### src/hw/fcw_pkg.sv
// Overview of operation
// [RULE_01] Word at 2084h bits 9..0 hold the 10-bit sensor reading at 30 C.
// [RULE_02] Temperature word bits 13..10 always read as zero.
// [RULE_03] Firmware copies oscillator trim bits 6..0 of 2085h into register 198h.
// [RULE_04] With current-sense output path, firmware copies 2086h offset into 199h.
// [RULE_05] Word 2087h: internal-feedback gain trim bits 11..8, error offset bits 4..0.
// [RULE_06] Firmware always copies the five-bit error offset trim into 19Ch.
// [RULE_07] Internal feedback selected: firmware loads gain register 19Eh from 2087h.
// [RULE_08] Word 2088h: span trim bits 12..8, external-path gain trim bits 3..0.
// [RULE_09] Firmware copies the five-bit span trim into register 19Fh.
// [RULE_10] External sense path selected: gain register 19Eh comes from 2088h instead.
// [RULE_11] Oscillator/offset words read zero at 13..7; gain word at 13..12, 7..5.
// [RULE_12] Firmware completes all copies once per reset before enabling the loop.
package fcw_pkg;
	localparam int unsigned CW_W = 14;
	localparam int unsigned N_WORDS = 5;

	// printed word locations are indices; byte address is four times the index
	localparam logic [15:0] IDX_TEMP = 16'h2084;
	localparam logic [15:0] IDX_OSC = 16'h2085;
	localparam logic [15:0] IDX_OFFS = 16'h2086;
	localparam logic [15:0] IDX_GEO = 16'h2087;
	localparam logic [15:0] IDX_SPAN = 16'h2088;

	// block-own registers
	localparam logic [31:0] ADDR_CTRL = 32'h0000_8230;
	localparam logic [31:0] ADDR_STAT = 32'h0000_8234;
	localparam logic [31:0] ADDR_SEL = 32'h0000_8238;

	localparam logic [CW_W-1:0] MASK_TEMP = 14'h03FF;
	localparam logic [CW_W-1:0] MASK_OSC = 14'h007F;
	localparam logic [CW_W-1:0] MASK_OFFS = 14'h007F;
	localparam logic [CW_W-1:0] MASK_GEO = 14'h0F1F;
	localparam logic [CW_W-1:0] MASK_SPAN = 14'h1F0F;
	localparam logic [CW_W-1:0] ERASED = 14'h3FFF;

	localparam int unsigned TEMP_LSB = 0;
	localparam int unsigned OSC_LSB = 0;
	localparam int unsigned OFFS_LSB = 0;
	localparam int unsigned GAIN_INT_LSB = 8;
	localparam int unsigned EAOFF_LSB = 0;
	localparam int unsigned SPAN_LSB = 8;
	localparam int unsigned GAIN_EXT_LSB = 0;

	localparam int unsigned CTRL_FB_EXT_BIT = 0;
	localparam int unsigned CTRL_PROG_EN_BIT = 1;
	localparam int unsigned CTRL_LOCK_BIT = 2;
	localparam logic [2:0] CTRL_RST = 3'h0;
	localparam int unsigned STAT_CNT_LSB = 8;
	localparam int unsigned SEL_EAOFF_LSB = 8;
	localparam int unsigned SEL_SPAN_LSB = 16;

	localparam logic [2:0] SLOT_NONE = 3'h7;

	typedef enum logic [2:0] {
		FCW_IDLE = 3'b001,
		FCW_WAIT = 3'b010,
		FCW_DONE = 3'b100
	} fcw_apb_st_t;

	function automatic logic [31:0] fcw_addr(input logic [15:0] idx);
		fcw_addr = {14'h0000, idx, 2'b00};
	endfunction

	function automatic logic [2:0] fcw_slot(input logic [31:0] addr);
		if (addr == fcw_addr(IDX_TEMP)) fcw_slot = 3'h0;
		else if (addr == fcw_addr(IDX_OSC)) fcw_slot = 3'h1;
		else if (addr == fcw_addr(IDX_OFFS)) fcw_slot = 3'h2;
		else if (addr == fcw_addr(IDX_GEO)) fcw_slot = 3'h3;
		else if (addr == fcw_addr(IDX_SPAN)) fcw_slot = 3'h4;
		else fcw_slot = SLOT_NONE;
	endfunction

	function automatic logic [CW_W-1:0] fcw_mask(input logic [2:0] slot);
		case (slot)
			3'h0: fcw_mask = MASK_TEMP;
			3'h1: fcw_mask = MASK_OSC;
			3'h2: fcw_mask = MASK_OFFS;
			3'h3: fcw_mask = MASK_GEO;
			3'h4: fcw_mask = MASK_SPAN;
			default: fcw_mask = 14'h0000;
		endcase
	endfunction
endpackage

### src/hw/fcw_cal_store.sv
// The implementer's own choice: the APB interface to the registers.
`timescale 1ns/1ps
module fcw_cal_store import fcw_pkg::*; #(
	// factory contents; erased flash reads all ones
	parameter logic [CW_W-1:0] FACT_TEMP = ERASED,
	parameter logic [CW_W-1:0] FACT_OSC = ERASED,
	parameter logic [CW_W-1:0] FACT_OFFS = ERASED,
	parameter logic [CW_W-1:0] FACT_GEO = ERASED,
	parameter logic [CW_W-1:0] FACT_SPAN = ERASED
) (
	input wire logic CLK,
	input wire logic RST_N,
	input wire logic PSEL,
	input wire logic PENABLE,
	input wire logic PWRITE,
	input wire logic [31:0] PADDR,
	input wire logic [31:0] PWDATA,
	input wire logic [3:0] PSTRB,
	output logic [31:0] PRDATA,
	output logic PREADY,
	output logic PSLVERR,
	output logic [9:0] TEMP_READING_30C,
	output logic [6:0] OSC_TRIM_FIELD,
	output logic [6:0] SENSE_OFFSET_FIELD,
	output logic [4:0] ERROR_AMP_OFFSET_TRIM,
	output logic [3:0] AMP_GAIN_TRIM,
	output logic [4:0] OVERVOLT_REF_SPAN_TRIM,
	output logic FB_EXTERNAL
);

	localparam logic [CW_W-1:0] FACT [0:N_WORDS-1] = '{FACT_TEMP, FACT_OSC, FACT_OFFS, FACT_GEO, FACT_SPAN};

	fcw_apb_st_t st_q;
	fcw_apb_st_t st_d;
	logic [CW_W-1:0] word_q [0:N_WORDS-1];
	logic fb_ext_q;
	logic prog_en_q;
	logic lock_q;
	logic [7:0] prog_cnt_q;
	logic [31:0] rdata_q;
	logic err_q;
	logic [2:0] slot;
	logic is_ctrl;
	logic is_stat;
	logic is_sel;
	logic mapped;
	logic prog_ok;
	logic wr_fault;
	logic commit;
	logic [CW_W-1:0] wr_word;
	logic [3:0] gain_sel;
	// write strobes, read images and field extractions
	logic ctrl_wr;
	logic cal_wr;
	logic [N_WORDS-1:0] word_we;
	logic [31:0] ctrl_view;
	logic [31:0] stat_view;
	logic [31:0] sel_view;
	logic [31:0] rd_view;
	logic [9:0] temp_field;
	logic [6:0] osc_field;
	logic [6:0] offs_field;
	logic [4:0] eaoff_field;
	logic [4:0] span_field;

	assign slot = fcw_slot(PADDR);
	assign is_ctrl = (PADDR == ADDR_CTRL);
	assign is_stat = (PADDR == ADDR_STAT);
	assign is_sel = (PADDR == ADDR_SEL);
	assign mapped = (slot != SLOT_NONE) || is_ctrl || is_stat || is_sel;
	assign prog_ok = prog_en_q && !lock_q;

	// cal words only take writes while programming is open; status and selection are read-only
	assign wr_fault = PWRITE && ((slot != SLOT_NONE && !prog_ok) || is_stat || is_sel);

	// two wait states so read data comes from a flip-flop
	always_comb begin
		st_d = st_q;
		unique case (st_q)
			FCW_IDLE: begin
				if (PSEL && PENABLE) begin
					st_d = FCW_WAIT;
				end
			end
			FCW_WAIT: begin
				st_d = FCW_DONE;
			end
			FCW_DONE: begin
				st_d = FCW_IDLE;
			end
			default: begin
				st_d = FCW_IDLE;
			end
		endcase
	end

	always_ff @(posedge CLK or negedge RST_N) begin
		if (!RST_N) begin
			st_q <= FCW_IDLE;
		end else begin
			st_q <= st_d;
		end
	end

	assign PREADY = (st_q == FCW_DONE);
	assign PSLVERR = (st_q == FCW_DONE) && err_q;
	assign PRDATA = rdata_q;
	assign commit = (st_q == FCW_DONE) && PSEL && PENABLE && PWRITE && !err_q;
	assign ctrl_wr = commit && is_ctrl && PSTRB[0];
	assign cal_wr = commit && (slot != SLOT_NONE);

	// one enable per word so the store stays a plain indexed array
	always_comb begin
		word_we = '0;
		if (cal_wr) begin
			word_we[slot] = 1'b1;
		end
	end

	// refusal decided in the wait cycle; the master holds the request stable
	always_ff @(posedge CLK or negedge RST_N) begin
		if (!RST_N) begin
			err_q <= 1'b0;
		end else if (st_q == FCW_WAIT) begin
			err_q <= !mapped || wr_fault;
		end
	end

	// control, status and selection images
	always_comb begin
		ctrl_view = 32'h0000_0000;
		ctrl_view[CTRL_FB_EXT_BIT] = fb_ext_q;
		ctrl_view[CTRL_PROG_EN_BIT] = prog_en_q;
		ctrl_view[CTRL_LOCK_BIT] = lock_q;
	end

	always_comb begin
		stat_view = 32'h0000_0000;
		stat_view[CTRL_FB_EXT_BIT] = fb_ext_q;
		stat_view[CTRL_PROG_EN_BIT] = prog_ok;
		stat_view[CTRL_LOCK_BIT] = lock_q;
		stat_view[STAT_CNT_LSB +: 8] = prog_cnt_q;
	end

	always_comb begin
		sel_view = 32'h0000_0000;
		sel_view[3:0] = AMP_GAIN_TRIM;
		sel_view[SEL_EAOFF_LSB +: 5] = ERROR_AMP_OFFSET_TRIM;
		sel_view[SEL_SPAN_LSB +: 5] = OVERVOLT_REF_SPAN_TRIM;
	end

	// one read multiplexer; unmapped and write cycles answer with zero
	always_comb begin
		rd_view = 32'h0000_0000;
		if (!PWRITE) begin
			if (slot != SLOT_NONE) begin
				// unimplemented bits forced low here, not just at storage
				rd_view = {18'h00000, word_q[slot] & fcw_mask(slot)}; // RULE_01 RULE_02 RULE_11
			end else if (is_ctrl) begin
				rd_view = ctrl_view;
			end else if (is_stat) begin
				rd_view = stat_view;
			end else if (is_sel) begin
				rd_view = sel_view;
			end
		end
	end

	// read data from a flip-flop costs the extra wait state
	always_ff @(posedge CLK or negedge RST_N) begin
		if (!RST_N) begin
			rdata_q <= 32'h0000_0000;
		end else if (st_q == FCW_WAIT) begin
			rdata_q <= rd_view;
		end
	end

	// byte lanes: low lane carries bits 7..0, next lane bits 13..8
	always_comb begin
		wr_word = (slot != SLOT_NONE) ? word_q[slot] : 14'h0000;
		if (PSTRB[0]) begin
			wr_word[7:0] = PWDATA[7:0];
		end
		if (PSTRB[1]) begin
			wr_word[13:8] = PWDATA[13:8];
		end
	end

	// stored image keeps unimplemented bits clear so every consumer sees zeros
	always_ff @(posedge CLK or negedge RST_N) begin
		if (!RST_N) begin
			for (int i = 0; i < N_WORDS; i++) begin
				word_q[i] <= FACT[i] & fcw_mask(3'(i)); // RULE_02 RULE_11
			end
		end else begin
			for (int i = 0; i < N_WORDS; i++) begin
				if (word_we[i]) begin
					word_q[i] <= wr_word & fcw_mask(3'(i)); // RULE_05 RULE_08
				end
			end
		end
	end

	// path choice may change at any time, even when locked
	always_ff @(posedge CLK or negedge RST_N) begin
		if (!RST_N) begin
			fb_ext_q <= CTRL_RST[CTRL_FB_EXT_BIT];
		end else if (ctrl_wr) begin
			fb_ext_q <= PWDATA[CTRL_FB_EXT_BIT];
		end
	end

	// writing lock and enable together leaves programming closed
	always_ff @(posedge CLK or negedge RST_N) begin
		if (!RST_N) begin
			prog_en_q <= CTRL_RST[CTRL_PROG_EN_BIT];
		end else if (ctrl_wr) begin
			prog_en_q <= PWDATA[CTRL_PROG_EN_BIT] && !lock_q && !PWDATA[CTRL_LOCK_BIT];
		end
	end

	// lock is sticky until reset and also closes programming
	always_ff @(posedge CLK or negedge RST_N) begin
		if (!RST_N) begin
			lock_q <= CTRL_RST[CTRL_LOCK_BIT];
		end else if (ctrl_wr) begin
			lock_q <= lock_q || PWDATA[CTRL_LOCK_BIT];
		end
	end

	// saturating count of accepted programming writes
	always_ff @(posedge CLK or negedge RST_N) begin
		if (!RST_N) begin
			prog_cnt_q <= 8'h00;
		end else if (cal_wr && prog_cnt_q != 8'hFF) begin
			prog_cnt_q <= prog_cnt_q + 8'h01;
		end
	end

	// gain trim source follows the feedback configuration
	assign gain_sel = fb_ext_q ? word_q[4][GAIN_EXT_LSB +: 4] : word_q[3][GAIN_INT_LSB +: 4]; // RULE_07 RULE_10

	// fields cut from the stored words
	assign temp_field = word_q[0][TEMP_LSB +: 10];
	assign osc_field = word_q[1][OSC_LSB +: 7];
	assign offs_field = word_q[2][OFFS_LSB +: 7];
	assign eaoff_field = word_q[3][EAOFF_LSB +: 5];
	assign span_field = word_q[4][SPAN_LSB +: 5];

	// field taps for the trim copies firmware makes; registered so they never glitch
	always_ff @(posedge CLK or negedge RST_N) begin
		if (!RST_N) begin
			TEMP_READING_30C <= 10'h000;
		end else begin
			TEMP_READING_30C <= temp_field; // RULE_01
		end
	end

	always_ff @(posedge CLK or negedge RST_N) begin
		if (!RST_N) begin
			OSC_TRIM_FIELD <= 7'h00;
		end else begin
			OSC_TRIM_FIELD <= osc_field; // RULE_03
		end
	end

	always_ff @(posedge CLK or negedge RST_N) begin
		if (!RST_N) begin
			SENSE_OFFSET_FIELD <= 7'h00;
		end else begin
			SENSE_OFFSET_FIELD <= offs_field; // RULE_04
		end
	end

	always_ff @(posedge CLK or negedge RST_N) begin
		if (!RST_N) begin
			ERROR_AMP_OFFSET_TRIM <= 5'h00;
		end else begin
			ERROR_AMP_OFFSET_TRIM <= eaoff_field; // RULE_05 RULE_06
		end
	end

	// gain follows a path change one cycle after the control write
	always_ff @(posedge CLK or negedge RST_N) begin
		if (!RST_N) begin
			AMP_GAIN_TRIM <= 4'h0;
		end else begin
			AMP_GAIN_TRIM <= gain_sel;
		end
	end

	always_ff @(posedge CLK or negedge RST_N) begin
		if (!RST_N) begin
			OVERVOLT_REF_SPAN_TRIM <= 5'h00;
		end else begin
			OVERVOLT_REF_SPAN_TRIM <= span_field; // RULE_08 RULE_09
		end
	end

	always_ff @(posedge CLK or negedge RST_N) begin
		if (!RST_N) begin
			FB_EXTERNAL <= 1'b0;
		end else begin
			FB_EXTERNAL <= fb_ext_q;
		end
	end

endmodule

### config.mk
export PLATFORM = sky130hd
export DESIGN_NAME = fcw_cal_store
export DESIGN_NICKNAME = d
export VERILOG_FILES = /design/src/hw/fcw_pkg.sv /design/src/hw/fcw_cal_store.sv
export SDC_FILE = /design/constraint.sdc
export NUM_CORES = 1
export LEC_CHECK = 0
export BUFFER_PORTS_ARGS = -buffer_cell sky130_fd_sc_hd__clkbuf_2
export CORE_ASPECT_RATIO = 1.2
export CORE_MARGIN = 2
export CORE_UTILIZATION = 52
export CTS_CLUSTER_DIAMETER = 60
export DETAILED_ROUTE_END_ITERATION = 6
export GPL_ROUTABILITY_DRIVEN = 0
export PLACE_DENSITY = 0.8
export SETUP_SLACK_MARGIN = 0.15
export SLEW_MARGIN = 25
export SYNTH_ARGS = -nofsm -noshare
export SYNTH_HDL_FRONTEND = slang
export SYNTH_SLANG_ARGS = --single-unit
### constraint.sdc
create_clock -name CLK -period 2.3 [get_ports CLK]
set_input_delay 0.69 -clock CLK [delete_from_list [all_inputs] [get_ports CLK]]
set_output_delay 0.69 -clock CLK [all_outputs]
set_load 0.05 [all_outputs]
==> run metrics <==
CP Max Fanout=4; minimum clock period=2.42 ns; final core utilization=a little under 80%; CTS tree=yes; Fin. Hold Viols=0; Critical Path Source=PADDR[14]; placed cell areas=6450 um2; Detail Placement HPWL=10800 um; Initial Util=between 50% and 60%; Die H=114 um; RR Startpoint=st_q[1]$_DFFE_PN0P_; area occupied by multi-input gates=around 2600 um2; post-route antenna net violation count=0; total number of H-tree levels=4; Synth area leaders=dfrtp_1, dfstp_2, nand2_1; worst min path class=input port to asynchronous set/reset pin; Worst-Skew Late Latency=about 0.43 ns; WL/cell=23.6 um; Antenna Cells=0; DP Cell Count=760; R2R depth=8; vias in the first global route=between 5k and 6k; number of synthesized register bits=roughly 120; Cell Area, Synth=5220 um2; post-synthesis compound-gate area fraction=between 15 and 20%; Slew @ Worst Pin=0.557 ns; proportion of layout cells with a drive suffix above 1=55.8%; mux share of post-synthesis cell area=5.56%; Pre-antenna DRT Iters=6; core area=just under 10000 um2; worst path required time=approximately 2.6 ns; cell area power density=roughly 700 nW/um2; Yosys cell types=between 60 and 70; post-synthesis simple-gate area fraction=roughly 17%; Adder-Cell Fraction of Synth Area=0.240%; Buffers on Ports=113; leading area contributor after synthesis=dfrtp_1; CP startpoint kind=input port; VDD IR max=0.559 mV; overall routed net length=18900 um; Tcrit/Tclk final=105%; ys async rst share=100%; TNS Setup=-2.79 ns; first-pass GRT wire length=26200 um; Overflow after GRT=0; Avg Synthesized Cell Area=~11 um2; via/cell ratio=6.47; Rel. slew slack=between 60% and 70%; Final WS setup=-0.123 ns; reg2reg end=prog_cnt_q[3]$_DFFE_PN0P_; Vias=5191; clock-pin slew on the worst setup and hold paths=0.07 ns; largest family of logic cells by synthesized area=simple AND/OR/NAND/NOR gates; DRC Markers=0; DR iter-0 viols=approximately 800; XOR/XNOR share of the synthesized area=1.17%; Clock Tree Buf Depth=2; Data arrival, critical path=2.72 ns; Clock Skew=0.0147 ns; LEAKAGE=between 0.003 and 0.004 uW; full die area=10900 um2; Sink Count=117; Root Buffer=clkbuf_16; largest net degree at the start of global routing=40; count of hold-fix buffers inserted at cts=0; R2R setup slack=0.15 ns; fillers=between 500 and 600; non-filler cells, final=between 800 and 900; status=finished with violations; Syn Inst Count=approximately 470; cell area after layout=7660 um2; chip width=approximately 95 um; antenna violations before repair=0; failing checks=negative setup slack; ys flop type=dfrtp_1; gr usage total=32.7%; commonest cells after routing, fill and taps aside=clkbuf_2, dfrtp_1, buf_4; Synth top area share=35.5%; nets=737; area grow syn2layout=46.8%; Ys Warns=0; most common cell after layout, fill and taps aside=clkbuf_2; Reg area=2980 um2; Slew Limit Fails=0; cell row count=40; fmax=413 MHz; Max Cap Viol=0; Num CTS Buffers=17; # IOs=146; Finish-stage setup viols=50; Post-synth EDFFs=0; register area share after synthesis=57.1%; critical path capture point type=register; critical path type=input port to register; critical path endpoint=PRDATA[5]$_DFFE_PN0N_; unrepaired setup endpoints after global routing=yes
## worst min-delay path by stage
stage | startpoint | endpoint | slack (ns) | cells past startpoint
after floorplan | RST_N | AMP_GAIN_TRIM[0]$_DFF_PN0_ | 0.39 | 0
after global placement | eaoff_field[1]$_DFFE_PN1P_ | ERROR_AMP_OFFSET_TRIM[1]$_DFF_PN0_ | 0.40 | 0
after detailed placement | osc_field[4]$_DFFE_PN1P_ | OSC_TRIM_FIELD[4]$_DFF_PN0_ | 0.40 | 0
after CTS | RST_N | PRDATA[16]$_DFFE_PN0N_ | 0.25 | 1
after global routing | RST_N | PRDATA[4]$_DFFE_PN0N_ | 0.29 | 1
final | RST_N | PRDATA[4]$_DFFE_PN0N_ | 0.26 | 1
## flip-flops by register name, indices dropped and copies added, names as in the netlist, 7 cells and up
| register | flops |
|---|---|
| word_q | 8 |
| prog_cnt_q | 8 |
| offs_field | 7 |
| OSC_TRIM_FIELD | 7 |
| osc_field | 7 |
| PRDATA | 21 |
| TEMP_READING_30C | 10 |
| SENSE_OFFSET_FIELD | 7 |
| temp_field | 10 |
## per-stage QoR
step	hold WS, ns	power, uW	setup slack (ns)
2_1_floorplan	0.392	2470	-0.486
3_3_place_gp	0.400	2660	-0.682
3_5_place_dp	0.401	2680	-0.660
4_1_cts	0.253	5280	-0.111
5_1_grt	0.288	5500	-0.211
6_report	0.261	5350	-0.123
## cells in the mapped netlist (5+ instances only)
| master | count |
|---|---|
| nor4_1 | 11 |
| a22oi_1 | 14 |
| nor4b_1 | 6 |
| nand2_1 | 70 |
| inv_1 | 6 |
| nand3_1 | 11 |
| clkbuf_1 | 19 |
| dfrtp_1 | 74 |
| mux2i_1 | 5 |
| a21oi_1 | 7 |
| a22o_1 | 12 |
| o21ai_0 | 42 |
| nor2_1 | 19 |
| buf_4 | 11 |
| nor3_1 | 8 |
| dfstp_2 | 43 |
| xnor2_1 | 6 |
| mux2_2 | 19 |
| nand4_1 | 6 |
## area by class of cell
cell class	instances	share of cell area [%]
flip-flops and latches	117	38.9
inverters	7	0.343
multi-input cells	324	33.7
well taps	126	2.06
repair buffers	196	17.3
clock inverters	8	1.27
clock buffers	24	6.42
## what timing repair did
action | 4_1_cts | 5_1_grt
setup endpoints to repair | 71 | 74
gates cloned | 0 | 1
resized for setup | 71 | 70
buffers inserted | 3 | 6
pin swaps | 22 | 28
## per-layer routing
metal	vias to the layer above	track usage [%]	share of wire, %
li1	2088	-	-
met1	2519	40.1	35
met2	452	51.3	47
met3	132	9.25	10
met4	0	19.3	7.0
met5	-	0	0
## report_power, final
part	internal, uW	leakage [uW]	switching (uW)
logic	156	0.00193	407
registers	2110	0.00146	26.5
clock network	1700	0.000282	948
total	3970	0.00367	1380
## cells by family (layout without fill, tap and decap cells)
family,count (synthesis),after routing
compound gates,112,112
fa+ha+maj,1,1
other cells,1,11
mux,26,26
flops,117,117
xor+xnor,7,7
buf+inv,41,235
simple gates,167,167
## critical path: stages
cell     delay (ns)
buf_6          0.09
or4b_4         0.54
or2_4          0.29
buf_4          0.16
nor4_4         0.25
buf_4          0.18
mux2_2         0.33
a22oi_2        0.12
o21ai_1        0.07
No activity file was read; power rests on OpenSTA's default activity.
